==> src/verilog/smim_pkg.sv <==
package smim_pkg;
  // ==========================================================
  // register offsets
  localparam logic [7:0] OFS_GENERAL_CONFIG = 8'h03;
  localparam logic [7:0] OFS_RESERVED_BLOCK = 8'h04;
  localparam logic [7:0] OFS_MODE_SELECT_STATUS = 8'h05;
  localparam logic [7:0] OFS_REMOTE_DESER_ADDR = 8'h06;
  localparam logic [7:0] OFS_REMOTE_DESER_ALIAS = 8'h07;
  localparam logic [7:0] OFS_REMOTE_TARGET_ADDR = 8'h08;
  // ==========================================================
  // reset values
  localparam logic [7:0] RST_GENERAL_CONFIG = 8'hC5;
  localparam logic [6:0] RST_ADDR7 = 7'h00;
  localparam logic [7:0] ZERO_BYTE = 8'h00;
  // ==========================================================
  // general_config field positions
  localparam int GEN_FORWARDING_ENABLE = 2;
  localparam int GEN_CLOCK_SOURCE_OVERRIDE = 1;
  localparam int GEN_PIXEL_EDGE_SELECT = 0;
  // ==========================================================
  // mode_select_status field positions
  localparam int MODE_OVERRIDE_BIT = 5;
  localparam int MODE_CURRENT_BIT = 4;
  localparam int MODE_12B_BIT = 3;
  localparam int MODE_10B_BIT = 2;
  // ==========================================================
  // address registers: 7-bit field in 7:1, hold flag in 0 of the deserializer address register only
  localparam int ADDR_MSB = 7;
  localparam int ADDR_LSB = 1;
  localparam int HOLD_BIT = 0;
endpackage : smim_pkg

==> src/verilog/smim_remap.sv <==
// ==========================================================
// alias decode and remap of forwarded two-wire accesses
module smim_remap (
  input wire logic clk, // device clock
  input wire logic arst_n, // async reset, active low
  input wire logic forwarding_enable, // pass-through enable
  input wire logic [6:0] remote_deser_address, // physical deserializer address
  input wire logic [6:0] remote_deser_alias_address, // local alias of deserializer
  input wire logic [6:0] remote_target_address, // physical remote target address
  input wire logic [6:0] remote_target_alias, // local alias of remote target
  input wire logic req_valid, // one-cycle pulse: local access seen
  input wire logic [6:0] req_addr, // 7-bit address of that access
  output logic fwd_valid, // pulse: forward across control channel
  output logic [6:0] fwd_addr, // remapped address for forwarding
  output logic fwd_blocked // pulse: alias hit but path disabled
);
  typedef struct packed {
    logic valid;
    logic [6:0] addr;
    logic blocked;
  } smim_remap_state_t;

  // zero marks an empty address field, so it also closes a path
  localparam logic [6:0] RST_ADDR7_L = smim_pkg::RST_ADDR7;

  smim_remap_state_t state_reg;
  smim_remap_state_t state_next;
  logic des_hit;
  logic tgt_hit;

  // ==========================================================
  // decode; a zero alias never matches so a zero field closes the path
  always_comb begin
    state_next = '0;
    des_hit = req_valid && (remote_deser_alias_address != RST_ADDR7_L) &&
              (req_addr == remote_deser_alias_address);
    tgt_hit = req_valid && (remote_target_alias != RST_ADDR7_L) &&
              (req_addr == remote_target_alias);
    if (des_hit) begin
      if (forwarding_enable && (remote_deser_address != RST_ADDR7_L)) begin
        state_next.valid = 1'b1;
        state_next.addr = remote_deser_address;
      end else begin
        state_next.blocked = 1'b1;
      end
    end else if (tgt_hit) begin
      if (forwarding_enable && (remote_target_address != RST_ADDR7_L)) begin
        state_next.valid = 1'b1;
        state_next.addr = remote_target_address;
      end else begin
        state_next.blocked = 1'b1;
      end
    end
  end

  // state register
  always_ff @(posedge clk or negedge arst_n) begin
    if (!arst_n) begin
      state_reg <= '0;
    end else begin
      state_reg <= state_next;
    end
  end

  assign fwd_valid = state_reg.valid;
  assign fwd_addr = state_reg.addr;
  assign fwd_blocked = state_reg.blocked;
endmodule : smim_remap

==> src/verilog/smim_regs.sv <==
// ==========================================================
// Function
// override set: PLL reference choice comes from the external select, strap ignored.
// override clear (default): PLL reference choice follows the mode strap pin.
// edge select 1 (default) samples rising pixel edge, 0 samples falling.
// mode override bit 5 set ignores back-channel mode bits; clear applies them.
// read-only bit 4 reads 1 when received mode selection is current.
// read-only bit 3 shows 12-bit high-frequency payload mode; resets 0.
// read-only bit 2 shows 10-bit payload mode; resets 0.
// deserializer address in bits 7:1; zero blocks all forwarded deserializer access.
// after receiver lock, deserializer address loads from control-channel information.
// hold bit 0 set keeps written address; clear lets automatic updates proceed.
// host writing its own deserializer address should also set the hold bit.
// accesses matching the deserializer alias remap to its address; zero alias disables.
// remote target alias accesses rewrite to target address; zero address blocks.
// forwarding only while pass-through enable is 1; 0 disables forwarding.
// reserved bits and offset 0x04 read zero; writes to them do nothing.
module smim_regs (
  input wire logic clk, // device clock, 100 MHz
  input wire logic arst_n, // async reset, active low
  input wire logic [7:0] reg_addr, // register offset from local two-wire target
  input wire logic reg_wr, // one-cycle write strobe
  input wire logic [7:0] reg_wdata, // write data
  input wire logic reg_rd, // one-cycle read strobe
  output logic [7:0] reg_rdata, // read data, valid with reg_rvalid
  output logic reg_rvalid, // one-cycle pulse, read answer
  input wire logic mode_strap_ext_osc, // strap: 1 external oscillator, 0 direct pixel clock
  input wire logic pll_sel_ext_osc, // register-chosen PLL reference (lives elsewhere)
  output logic pll_ref_ext_osc, // selected PLL reference: 1 ext osc
  output logic pixel_edge_rising, // 1 rising edge sampling, 0 falling
  input wire logic rx_lock, // receiver lock level
  input wire logic bc_mode_valid, // pulse: mode bits received on back channel
  input wire logic bc_mode_12b, // received 12-bit high-frequency mode
  input wire logic bc_mode_10b, // received 10-bit mode
  output logic payload_12b, // 12-bit high-frequency payload active
  output logic payload_10b, // 10-bit payload active
  input wire logic bc_id_valid, // pulse: deserializer address received
  input wire logic [6:0] bc_deser_id, // received deserializer address
  input wire logic [6:0] remote_target_alias, // remote target alias, held elsewhere
  input wire logic req_valid, // pulse: local access to forward
  input wire logic [6:0] req_addr, // its 7-bit address
  output logic fwd_valid, // pulse: forward across control channel
  output logic [6:0] fwd_addr, // remapped address
  output logic fwd_blocked // pulse: alias hit but blocked
);
  typedef struct packed {
    logic [7:0] gen;
    logic mode_ovr;
    logic mode_cur;
    logic mode_12b;
    logic mode_10b;
    logic [6:0] des_addr;
    logic des_hold;
    logic [6:0] des_alias;
    logic [6:0] tgt_addr;
    logic pll_ext;
    logic [7:0] rdata;
    logic rvalid;
  } smim_state_t;

  smim_state_t state_reg;
  smim_state_t state_next;
  logic wr_gen;
  logic wr_mode;
  logic wr_des;
  logic wr_alias;
  logic wr_tgt;

  // ==========================================================
  // write decode
  assign wr_gen = reg_wr && (reg_addr == smim_pkg::OFS_GENERAL_CONFIG);
  assign wr_mode = reg_wr && (reg_addr == smim_pkg::OFS_MODE_SELECT_STATUS);
  assign wr_des = reg_wr && (reg_addr == smim_pkg::OFS_REMOTE_DESER_ADDR);
  assign wr_alias = reg_wr && (reg_addr == smim_pkg::OFS_REMOTE_DESER_ALIAS);
  assign wr_tgt = reg_wr && (reg_addr == smim_pkg::OFS_REMOTE_TARGET_ADDR);

  // ==========================================================
  // next state
  always_comb begin
    state_next = state_reg;
    state_next.rvalid = 1'b0;
    if (wr_gen) begin
      state_next.gen = reg_wdata;
    end
    // writes to reserved bits and offset 0x04 are simply dropped
    if (wr_mode) begin
      state_next.mode_ovr = reg_wdata[smim_pkg::MODE_OVERRIDE_BIT];
    end
    // back-channel mode: ignored while overridden, else applied
    if (bc_mode_valid && !state_reg.mode_ovr) begin
      state_next.mode_12b = bc_mode_12b;
      state_next.mode_10b = bc_mode_10b;
      state_next.mode_cur = 1'b1;
    end else if (!rx_lock) begin
      state_next.mode_cur = 1'b0; // lost link makes the copy stale
    end
    // automatic address load; a host write in the same cycle takes priority
    if (rx_lock && bc_id_valid && !state_reg.des_hold) begin
      state_next.des_addr = bc_deser_id;
    end
    if (wr_des) begin
      state_next.des_addr = reg_wdata[smim_pkg::ADDR_MSB:smim_pkg::ADDR_LSB];
      state_next.des_hold = reg_wdata[smim_pkg::HOLD_BIT];
    end
    if (wr_alias) begin
      state_next.des_alias = reg_wdata[smim_pkg::ADDR_MSB:smim_pkg::ADDR_LSB];
    end
    if (wr_tgt) begin
      state_next.tgt_addr = reg_wdata[smim_pkg::ADDR_MSB:smim_pkg::ADDR_LSB];
    end
    // PLL reference source selection
    if (state_reg.gen[smim_pkg::GEN_CLOCK_SOURCE_OVERRIDE]) begin
      state_next.pll_ext = pll_sel_ext_osc;
    end else begin
      state_next.pll_ext = mode_strap_ext_osc;
    end
    // read mux; unmapped and reserved offsets answer zero
    if (reg_rd) begin
      state_next.rvalid = 1'b1;
      state_next.rdata = smim_pkg::ZERO_BYTE;
      unique case (reg_addr)
        smim_pkg::OFS_GENERAL_CONFIG: begin
          state_next.rdata = state_reg.gen;
        end
        smim_pkg::OFS_MODE_SELECT_STATUS: begin
          state_next.rdata[smim_pkg::MODE_OVERRIDE_BIT] = state_reg.mode_ovr;
          state_next.rdata[smim_pkg::MODE_CURRENT_BIT] = state_reg.mode_cur;
          state_next.rdata[smim_pkg::MODE_12B_BIT] = state_reg.mode_12b;
          state_next.rdata[smim_pkg::MODE_10B_BIT] = state_reg.mode_10b;
        end
        smim_pkg::OFS_REMOTE_DESER_ADDR: begin
          state_next.rdata = {state_reg.des_addr, state_reg.des_hold};
        end
        smim_pkg::OFS_REMOTE_DESER_ALIAS: begin
          state_next.rdata = {state_reg.des_alias, 1'b0};
        end
        smim_pkg::OFS_REMOTE_TARGET_ADDR: begin
          state_next.rdata = {state_reg.tgt_addr, 1'b0};
        end
        default: begin
          state_next.rdata = smim_pkg::ZERO_BYTE;
        end
      endcase
    end
  end

  // ==========================================================
  // state register
  always_ff @(posedge clk or negedge arst_n) begin
    if (!arst_n) begin
      state_reg <= '0;
      state_reg.gen <= smim_pkg::RST_GENERAL_CONFIG;
      state_reg.des_addr <= smim_pkg::RST_ADDR7;
      state_reg.des_alias <= smim_pkg::RST_ADDR7;
      state_reg.tgt_addr <= smim_pkg::RST_ADDR7;
    end else begin
      state_reg <= state_next;
    end
  end

  // outputs straight from flops
  assign reg_rdata = state_reg.rdata;
  assign reg_rvalid = state_reg.rvalid;
  assign pll_ref_ext_osc = state_reg.pll_ext;
  assign pixel_edge_rising = state_reg.gen[smim_pkg::GEN_PIXEL_EDGE_SELECT];
  assign payload_12b = state_reg.mode_12b;
  assign payload_10b = state_reg.mode_10b;

  // ==========================================================
  // forwarding path
  smim_remap u_remap (
    .clk(clk),
    .arst_n(arst_n),
    .forwarding_enable(state_reg.gen[smim_pkg::GEN_FORWARDING_ENABLE]),
    .remote_deser_address(state_reg.des_addr),
    .remote_deser_alias_address(state_reg.des_alias),
    .remote_target_address(state_reg.tgt_addr),
    .remote_target_alias(remote_target_alias),
    .req_valid(req_valid),
    .req_addr(req_addr),
    .fwd_valid(fwd_valid),
    .fwd_addr(fwd_addr),
    .fwd_blocked(fwd_blocked)
  );
endmodule : smim_regs

==> config.mk <==
export PLATFORM = sky130hd
export DESIGN_NAME = smim_regs
export DESIGN_NICKNAME = d
export VERILOG_FILES = /design/src/verilog/smim_pkg.sv /design/src/verilog/smim_remap.sv /design/src/verilog/smim_regs.sv
export SDC_FILE = /design/constraint.sdc
export NUM_CORES = 1
export LEC_CHECK = 0
export ABC_AREA = 1
export BUFFER_PORTS_ARGS = -buffer_cell sky130_fd_sc_hd__buf_2
export CAP_MARGIN = 25
export CORE_ASPECT_RATIO = 0.75
export CORE_MARGIN = 1.5
export CORE_UTILIZATION = 30
export DETAILED_ROUTE_END_ITERATION = 8
export GPL_ROUTABILITY_DRIVEN = 0
export PLACE_DENSITY = 0.53
export SLEW_MARGIN = 10
export SYNTH_ARGS = -nofsm -noshare
export SYNTH_HDL_FRONTEND = slang
export SYNTH_SLANG_ARGS = --single-unit
==> constraint.sdc <==
create_clock -name clk -period 1.3 [get_ports clk]
set_clock_uncertainty 0.05 [all_clocks]
set_input_delay 0.065 -clock clk [delete_from_list [all_inputs] [get_ports clk]]
set_output_delay 0.065 -clock clk [all_outputs]
set_load 0.01 [all_outputs]
==> run_results.csv, run 1 <==
group,metric,value,unit
floorplan,core_area,9580,um2
logic_synthesis,synth.avg_cell_area,7.651,um2
finish,seq_area,1333,um2
timing,tns,-1.152,ns
drt,wl,8816,um
placed_design,dp_hpwl,6672,um
pwr,pwr-share-seq,47.3,%
timing,timing.final.hold_violations,0,
critical_path,cp_max_fo,8,
pwr,ir_drop,603.5,uV
floorplan,die-area,10400,um2
timing,period_share,112.5,%
hold_path,worst_hold_path_type,"input port to register",
status,violations,"setup timing",
floorplan,io_pins,71,
pwr,p_switching,1078,uW
pwr,clkPwrFrac,35.5,%
finish,fin_area,4081,um2
placed_design,dpl_cell_area,3600,um2
finish,final_core_util,42.60,%
floorplan,die_y,88.70,um
finish,nets,551,
finish,diodes,0,
drt,dr.pass1.iters,4,
finish,multi_input_area,1433,um2
critical_path,start_kind,"register",
logic_synthesis,synth_cells,384,
drt,ant_nets,0,
critical_path,path_cells,"xnor2_2 -> nand2_1 -> nor2_2 -> nand3_2 -> nor2_4 -> nand3_2 -> nand2_1",
clock_network,cts_buffer_depth,2,
timing,setup_ws,-0.1620,ns
timing,max_freq,684.0,MHz
drt,drt-initial-drc-count,107,
pwr,p_leak,0.002104,uW
drt,post_drt_wl_per_cell,13.88,um
logic_synthesis,async_reset_ff_share,100.0,%
clock_network,clk_pin_slew,0.07,ns
logic_synthesis,synth_fp_nets,433,
timing,slew_headroom,79.61,%
floorplan,rows,31,
placed_design,port_buffers,70,
global_routing,gr-total-overflow,0,
floorplan,start_util,30.66,%
logic_synthesis,ys_seq_area_share,45.32,%
finish,layout-drive-gt1-share,34.39,%
placed_design,pre_cts_ws,-0.2383,ns
critical_path,worstPathArrival,1.65,ns
global_routing,track_usage,18.28,%
clock_network,cts.sinks,53,
pwr,comb_power_share,17.2,%
logic_synthesis,synth_area,2938,um2
timing,min_period,1.462,ns
clock_network,cts_tree,"yes",
timing,final-max-slew-violation-count,0,
critical_path,cp.buffers_inverters,0,
finish,fin_cells,635,
drt,via_count,2871,
logic_synthesis,synth_cell_types,27,
logic_synthesis,synth_top_flop_cell,"dfrtp_1",
critical_path,critPathMaxStageDelay,0.44,ns
pwr,p_int,2744,uW
finish,nFillCells,1009,
critical_path,critPathTopFamily,"simple AND/OR/NAND/NOR gates",
timing,tightest_slew,0.3041,ns
timing,rsz0062_at_grt,"yes",
clock_network,clock_latency,0.30,ns
global_routing,grt_pass1_wl,14100,um
critical_path,critical_path_class,"register to register",
placed_design,place_inst,603,
logic_synthesis,synth_warnings,0,
global_routing,antenna_found_initial,0,
critical_path,cp.required,1.49,ns
run,cap_violations,0,
finish,largest_reg_flops,31,
pwr,swShare,28.21,%
status,status,"finished, violations left",
clock_network,cts_htree_levels,2,
pwr,power_density,936.4,nW/um2
global_routing,grt_max_degree,54,
global_routing,grt_pass1_vias,2763,
critical_path,slowest_stage,"dfrtp_2",
floorplan,die_x,117.3,um
drt,via_per_inst,4.521,
finish,area_delta_synth_final,38.93,%
drt,drc,0,
logic_synthesis,synth-seq-cells,53,
logic_synthesis,synth_edf_count,0,
clock_network,cts_buffers,5,
clock_network,cts_root_buf,"clkbuf_16",
critical_path,worst_setup_path_end_kind,"register",
timing,setup_viol,9,
## placed cells by master, fill, tap and decap left out, drive strengths merged, types with 2 or more instances in the layout
cell type | Yosys | final
nand2 | 118 | 118
buf | 14 | 109
nand3 | 51 | 52
dfrtp | 49 | 49
inv | 47 | 48
o21ai | 38 | 38
nor2 | 37 | 37
dlygate4sd3 | 0 | 16
o211ai | 7 | 7
a21oi | 6 | 6
clkbuf | 1 | 5
nor3 | 5 | 5
dfstp | 4 | 4
mux2 | 3 | 3
xor2 | 2 | 2
xnor2 | 2 | 2
## timing repair
action,CTS,global route
endpoints found under the hold margin,65,1
endpoints found under the setup margin,9,14
pin swaps,11,14
cloned,1,0
setup buffers,7,2
resized for setup,14,23
hold buffers,16,1
## worst min-delay path: cells and delay by family
family                 cells  cell delay (ns)
buffers and inverters      1             0.08
AND/OR/NAND/NOR            1             0.07
AO/OA/AOI/OAI              1             0.09
## power groups by stage
stage | Combinational [uW] | Clock (uW) | Sequential, uW
2_1_floorplan | 273 | 0 | 1820
3_3_place_gp | 564 | 0 | 1830
3_5_place_dp | 569 | 0 | 1830
4_1_cts | 643 | 1390 | 1800
5_1_grt | 736 | 1460 | 1820
6_report | 656 | 1360 | 1810
## final timing paths
check,start,to,slack [ns],depth (start not counted)
worst min-delay path,bc_deser_id[5],state_reg[30]$_DFFE_PN0P_,0.005,3
worst max-delay path,state_reg[21]$_DFFE_PN0P_,u_remap.fwd_addr[1]$_DFF_PN0_,-0.16,7
max in group asynchronous,arst_n,pixel_edge_rising$_DFFE_PN1P_,0.65,3
worst min register to register,reg_rdata[7]$_DFFE_PN0P_,reg_rdata[7]$_DFFE_PN0P_,0.43,2
min in group asynchronous,arst_n,reg_rdata[5]$_DFFE_PN0P_,0.24,3
worst max register to register,state_reg[21]$_DFFE_PN0P_,u_remap.fwd_addr[1]$_DFF_PN0_,-0.16,7
## stage by stage
step	total power (uW)	hold slack [ns]
2_1_floorplan	2098	-0.2806
3_3_place_gp	2396	0.03645
3_5_place_dp	2403	0.03744
4_1_cts	3830	0.004405
5_1_grt	4019	0.01947
6_report	3822	0.004727
## synth_stat cells, types with 3 or more instances
master | count | area [um2]
nand2_1 | 114 | 427.9
dfrtp_1 | 49 | 1226
nand3_1 | 49 | 245.2
inv_1 | 46 | 172.7
nor2_1 | 34 | 127.6
o21ai_0 | 24 | 120.1
buf_4 | 8 | 60.06
o21ai_2 | 8 | 70.07
o211ai_1 | 7 | 52.55
a21oi_1 | 6 | 30.03
o21ai_1 | 6 | 30.03
buf_6 | 4 | 45.04
dfstp_2 | 4 | 105.1
nand2_2 | 4 | 25.02
mux2_2 | 3 | 33.78
## kinds of logic after synthesis
family	Yosys count	synth area share [%]
compound gates	51	10.31
xor+xnor	4	1.193
buf+inv	62	10.05
flops	53	45.32
mux	3	1.150
simple gates	211	31.98
## per-layer routing
| metal | vias to the layer above | track usage, % | routed length [um] |
|---|---|---|---|
| li1 | 1461 | - | - |
| met5 | - | 0 | 0 |
| met1 | 1314 | 27.02 | 4482 |
| met4 | 0 | 5.038 | 125 |
| met3 | 11 | 3.904 | 532 |
| met2 | 85 | 26.90 | 3675 |
## cell type report
cell class | instances | share of cell area [%]
Multi-Input combinational cell | 270 | 35.10
Sequential cell | 53 | 32.65
Timing Repair Buffer | 125 | 20.29
Inverter | 47 | 4.323
Tap cell | 132 | 4.047
Clock buffer | 5 | 3.066
Clock inverter | 3 | 0.5212
Power figures use the tool's default switching activity.
==> run 2: changes to the inputs <==
--- a/config.mk
+++ b/config.mk
@@ -10,10 +10,11 @@
 export CAP_MARGIN = 25
 export CORE_ASPECT_RATIO = 0.75
 export CORE_MARGIN = 1.5
-export CORE_UTILIZATION = 30
+export CORE_UTILIZATION = 40
 export DETAILED_ROUTE_END_ITERATION = 8
 export GPL_ROUTABILITY_DRIVEN = 0
-export PLACE_DENSITY = 0.53
+export PLACE_DENSITY = 0.66
+export SETUP_SLACK_MARGIN = 0.1
 export SLEW_MARGIN = 10
 export SYNTH_ARGS = -nofsm -noshare
 export SYNTH_HDL_FRONTEND = slang
==> run_results.csv, run 2 (same netlist as run 1, synthesis figures left out) <==
group,metric,value,unit
finish,multi_input_area,1445,um2
drt,drc,0,
critical_path,critical_path_class,"register to register",
timing,setup_ws,-0.1568,ns
critical_path,r2r_cells,8,
global_routing,grt_pass1_vias,2885,
global_routing,track_usage,23.04,%
timing,period_share,112.1,%
placed_design,port_buffers,70,
timing,rsz0062_at_grt,"yes",
finish,final_core_util,57.30,%
drt,drt-initial-drc-count,195,
clock_network,cts_root_buf,"clkbuf_8",
drt,post_drt_wl_per_cell,14.54,um
floorplan,core_area,6962,um2
finish,seq_area,1333,um2
clock_network,cts_buffer_depth,2,
status,violations,"setup timing",
clock_network,cts_tree,"yes",
pwr,swShare,29.20,%
drt,ant_nets,0,
global_routing,grt_max_degree,54,
critical_path,crit_end,"u_remap.fwd_addr[0]$_DFF_PN0_",
finish,final_cell_mix,"112 x nand2_1, 69 x buf_2, 48 x dfrtp_1",
timing,setup_viol,9,
critical_path,regToRegEndpoint,"u_remap.fwd_addr[0]$_DFF_PN0_",
drt,wl,8682,um
pwr,pwr-share-seq,52.2,%
global_routing,antenna_found_initial,0,
timing,tightest_slew,0.3484,ns
floorplan,die_x,102.0,um
timing,timing.hold.ws,0.01658,ns
timing,timing.final.hold_violations,0,
timing,slew_headroom,76.53,%
global_routing,gr-total-overflow,0,
pwr,totalPowerFinal,3462,uW
floorplan,rows,26,
pwr,ir_drop,551.3,uV
finish,nets,547,
global_routing,grt_pass1_wl,13860,um
critical_path,r2r_setup_slack,-0.16,ns
finish,largest_reg_flops,31,
floorplan,die_y,77.22,um
critical_path,worstPathArrival,1.62,ns
pwr,p_int,2451,uW
finish,final_common_cell,"nand2_1",
timing,final-max-slew-violation-count,0,
clock_network,cts_buffers,5,
hold_path,worst_hold_path_type,"input port to register",
drt,dr.pass1.iters,5,
critical_path,cp.required,1.46,ns
floorplan,io_pins,71,
pwr,p_switching,1011,uW
drt,via_count,2958,
clock_network,cts.sinks,53,
critical_path,start_kind,"register",
placed_design,pre_cts_ws,-0.08988,ns
pwr,p_leak,0.002080,uW
drt,via_per_inst,4.955,
critical_path,crit_start,"state_reg[22]$_DFFE_PN0P_",
placed_design,dpl_cell_area,3540,um2
critical_path,cp_max_fo,5,
pwr,clkPwrFrac,28.8,%
timing,max_freq,686.4,MHz
floorplan,start_util,42.20,%
finish,fin_area,3989,um2
clock_network,cts_htree_levels,2,
finish,nFillCells,662,
pwr,power_density,868.0,nW/um2
run,cap_violations,0,
pwr,comb_power_share,19.0,%
critical_path,worst_setup_path_end_kind,"register",
timing,min_period,1.457,ns
finish,layout-drive-gt1-share,33.27,%
status,status,"finished, violations left",
clock_network,clock_latency,0.32,ns
clock_network,clk_pin_slew,0.10,ns
floorplan,die-area,7873,um2
critical_path,timing.rr.start,"state_reg[22]$_DFFE_PN0P_",
placed_design,dp_hpwl,6211,um
finish,diodes,0,
finish,area_delta_synth_final,35.78,%
run 2: changes by cell type in the layout (fill, tap and decap cells not counted), moves of 4 or more:
| cell | delta |
|---|---|
| buf_4 | -9 |
| clkbuf_16 | -5 |
| clkbuf_8 | +6 |
| o21ai_2 | +4 |
run 2: final cells by class:
class / instances / share of cell area [%]
Multi-Input combinational cell: 270 / 36.23
Sequential cell: 53 / 33.41
Timing Repair Buffer: 121 / 20.45
Inverter: 47 / 4.423
Tap cell: 98 / 3.074
Clock buffer: 6 / 2.070
Clock inverter: 2 / 0.3450
run 2: worst min path at each step:
stage,slack [ns],cells past startpoint,to,from
global placement,0.03,2,reg_rdata[4]$_DFFE_PN0P_,arst_n
CTS,0.01,3,state_reg[26]$_DFFE_PN0P_,bc_deser_id[1]
floorplan,-0.28,0,payload_10b$_DFFE_PN0P_,arst_n
detailed placement,0.03,2,reg_rdata[4]$_DFFE_PN0P_,arst_n
global route,0.02,3,state_reg[26]$_DFFE_PN0P_,bc_deser_id[1]
finish,0.02,3,state_reg[26]$_DFFE_PN0P_,bc_deser_id[1]
run 2: power by group through the flow:
stage | registers, uW | logic, uW | clock network (uW)
after floorplan | 1830 | 279 | 0
after global placement | 1830 | 539 | 0
after detailed placement | 1840 | 549 | 0
after CTS | 1810 | 621 | 1010
after global routing | 1820 | 730 | 1070
final | 1810 | 657 | 996
run 2: per-layer routing:
metal | track usage (%) | share of wire (%)
met1 | 32.23 | 46
met2 | 35.43 | 46
met3 | 4.011 | 6.0
met4 | 8.904 | 2.2
met5 | 0 | 0
run 2: per-stage QoR:
stage,std cells,setup TNS (ns)
floorplan,384,0
global placement,564,-0.4755
detailed placement,564,-0.8163
CTS,598,-0.6132
global route,597,-1.889
finish,597,-1.244
run 2: critical path, cell delays in order (launching register included):
cell	delay (ns)
dfrtp_1	0.45
buf_6	0.13
nor2_2	0.04
nand2_1	0.06
nor2_1	0.05
nor2_2	0.25
nand3_4	0.15
nand3_1	0.12
nand2_1	0.06
run 2: repair_timing:
item | CTS | global route
setup endpoints to repair | 9 | 21
resized for setup | 10 | 30
cloned | 1 | 0
hold buffers | 19 | 0
buffers inserted | 6 | 2
pin swaps | 5 | 8
endpoints found under the hold margin | 68 | 0
==> run 3: changes to the inputs <==
--- a/config.mk
+++ b/config.mk
@@ -8,12 +8,14 @@
 export ABC_AREA = 1
 export BUFFER_PORTS_ARGS = -buffer_cell sky130_fd_sc_hd__buf_2
 export CAP_MARGIN = 25
+export CELL_PAD_IN_SITES_DETAIL_PLACEMENT = 1
+export CELL_PAD_IN_SITES_GLOBAL_PLACEMENT = 1
 export CORE_ASPECT_RATIO = 0.75
 export CORE_MARGIN = 1.5
-export CORE_UTILIZATION = 40
+export CORE_UTILIZATION = 35
 export DETAILED_ROUTE_END_ITERATION = 8
 export GPL_ROUTABILITY_DRIVEN = 0
-export PLACE_DENSITY = 0.66
+export PLACE_DENSITY = 0.77
 export SETUP_SLACK_MARGIN = 0.1
 export SLEW_MARGIN = 10
 export SYNTH_ARGS = -nofsm -noshare
==> run_results.csv, run 3 (same netlist as run 1, synthesis figures left out) <==
group,metric,value,unit
critical_path,cp.required,1.51,ns
critical_path,timing.rr.start,"state_reg[18]$_DFFE_PN0P_",
drt,drc,0,
placed_design,place_inst,576,
timing,setup_ws,-0.1404,ns
critical_path,critical_path_class,"register to register",
clock_network,clk_pin_slew,0.10,ns
global_routing,gr-total-overflow,0,
drt,via_count,3017,
floorplan,die_y,82.35,um
clock_network,cts_htree_levels,2,
floorplan,rows,28,
timing,tns,-0.9988,ns
floorplan,die-area,8958,um2
global_routing,grt_pass1_vias,3091,
pwr,comb_power_share,18.0,%
pwr,power_density,925.5,nW/um2
critical_path,worstPathArrival,1.65,ns
critical_path,crit_end,"u_remap.fwd_addr[2]$_DFF_PN0_",
timing,slew_headroom,73.92,%
critical_path,start_kind,"register",
critical_path,crit_start,"state_reg[18]$_DFFE_PN0P_",
global_routing,grt_max_degree,21,
pwr,clkPwrFrac,33.0,%
drt,ant_nets,0,
finish,layout-drive-gt1-share,32.80,%
timing,final-max-slew-violation-count,0,
floorplan,start_util,36.62,%
clock_network,cts.sinks,53,
timing,tightest_slew,0.3912,ns
timing,timing.hold.ws,0.004901,ns
finish,final_core_util,49.91,%
floorplan,core_area,8023,um2
drt,drt-initial-drc-count,219,
placed_design,dp_hpwl,7841,um
pwr,pwr-share-seq,49.0,%
pwr,totalPowerFinal,3705,uW
finish,final_common_cell,"nand2_1",
critical_path,regToRegEndpoint,"u_remap.fwd_addr[2]$_DFF_PN0_",
finish,nFillCells,1028,
critical_path,cp_max_fo,8,
finish,diodes,0,
timing,timing.final.hold_violations,0,
hold_path,worst_hold_path_type,"input port to register",
timing,period_share,110.8,%
critical_path,worst_setup_path_end_kind,"register",
finish,nets,551,
pwr,ir_drop,528.1,uV
drt,wl,10050,um
pwr,p_switching,1054,uW
status,status,"finished, violations left",
finish,largest_reg_flops,31,
timing,setup_viol,9,
floorplan,io_pins,71,
pwr,p_int,2651,uW
critical_path,r2r_cells,7,
finish,area_delta_synth_final,36.29,%
drt,dr.pass1.iters,4,
global_routing,antenna_found_initial,0,
floorplan,die_x,108.8,um
clock_network,cts_buffer_depth,2,
placed_design,port_buffers,70,
drt,post_drt_wl_per_cell,16.52,um
pwr,swShare,28.46,%
clock_network,cts_buffers,5,
clock_network,cts_tree,"yes",
timing,rsz0062_at_grt,"yes",
status,violations,"setup timing",
timing,min_period,1.440,ns
run,cap_violations,0,
critical_path,r2r_setup_slack,-0.14,ns
global_routing,grt_pass1_wl,15940,um
finish,final_cell_mix,"111 x nand2_1, 70 x buf_2, 47 x nand3_1, 47 x dfrtp_1, 43 x inv_1",
drt,via_per_inst,4.962,
finish,fin_cells,608,
pwr,p_leak,0.002099,uW
clock_network,clock_latency,0.32,ns
clock_network,cts_root_buf,"clkbuf_8",
timing,max_freq,694.3,MHz
global_routing,track_usage,24.07,%
[run 3: layout make-up]
type / count / area, um2 / share of cell area (%)
timing repair buffer: 125 / 833.3 / 20.81
inverter: 47 / 176.4 / 4.406
clock buffer: 7 / 86.33 / 2.156
multi-input combinational: 270 / 1413 / 35.28
tap: 105 / 131.4 / 3.281
sequential: 53 / 1334 / 33.31
clock inverter: 1 / 30.03 / 0.7500
[run 3: power by group through the flow]
stage | Sequential [uW] | Clock (uW) | Combinational (uW)
after floorplan | 1830 | 0 | 279
after global placement | 1840 | 0 | 558
after detailed placement | 1840 | 0 | 582
after CTS | 1810 | 1240 | 639
after global routing | 1820 | 1300 | 743
final | 1810 | 1220 | 667
[run 3: stage by stage]
step / area (um2) / setup slack (ns)
global route: 4004 / -0.2650
floorplan: 2958 / 0.06984
detailed placement: 3586 / -0.1460
CTS: 3924 / -0.1503
finish: 4004 / -0.1404
global placement: 3586 / -0.07339
[run 3: worst min path at each step]
stage	start	cells past startpoint	end	slack [ns]
finish	bc_deser_id[6]	3	state_reg[31]$_DFFE_PN0P_	0.005
global route	bc_deser_id[6]	3	state_reg[31]$_DFFE_PN0P_	0.006
CTS	bc_deser_id[1]	3	state_reg[26]$_DFFE_PN0P_	0.0002
detailed placement	arst_n	1	u_remap.fwd_addr[5]$_DFF_PN0_	-0.05
global placement	arst_n	1	u_remap.fwd_valid$_DFF_PN0_	-0.06
floorplan	arst_n	0	payload_10b$_DFFE_PN0P_	-0.28
[run 3: worst max-delay path, cell delays in order (launching register included)]
cell     delay (ns)
dfrtp_1        0.43
xnor2_2        0.18
nand2_1        0.07
nor2_1         0.13
nand3_2        0.14
nor2_4         0.20
nand3_1        0.09
nand2_1        0.08
[run 3: per-layer routing]
| metal | track usage [%] | vias up | routed length, um |
|---|---|---|---|
| li1 | - | 1462 | - |
| met1 | 32.23 | 1442 | 4453 |
| met2 | 41.13 | 102 | 4717 |
| met3 | 4.396 | 11 | 766 |
| met4 | 4.868 | 0 | 110 |
| met5 | 0 | - | 0 |
[run 3: timing repair]
item,CTS,global route
resized for setup,8,21
endpoints found under the setup margin,11,22
gates cloned,1,0
hold buffers,18,0
setup buffers,2,3
hold endpoints to repair,63,0
pin swaps,5,12
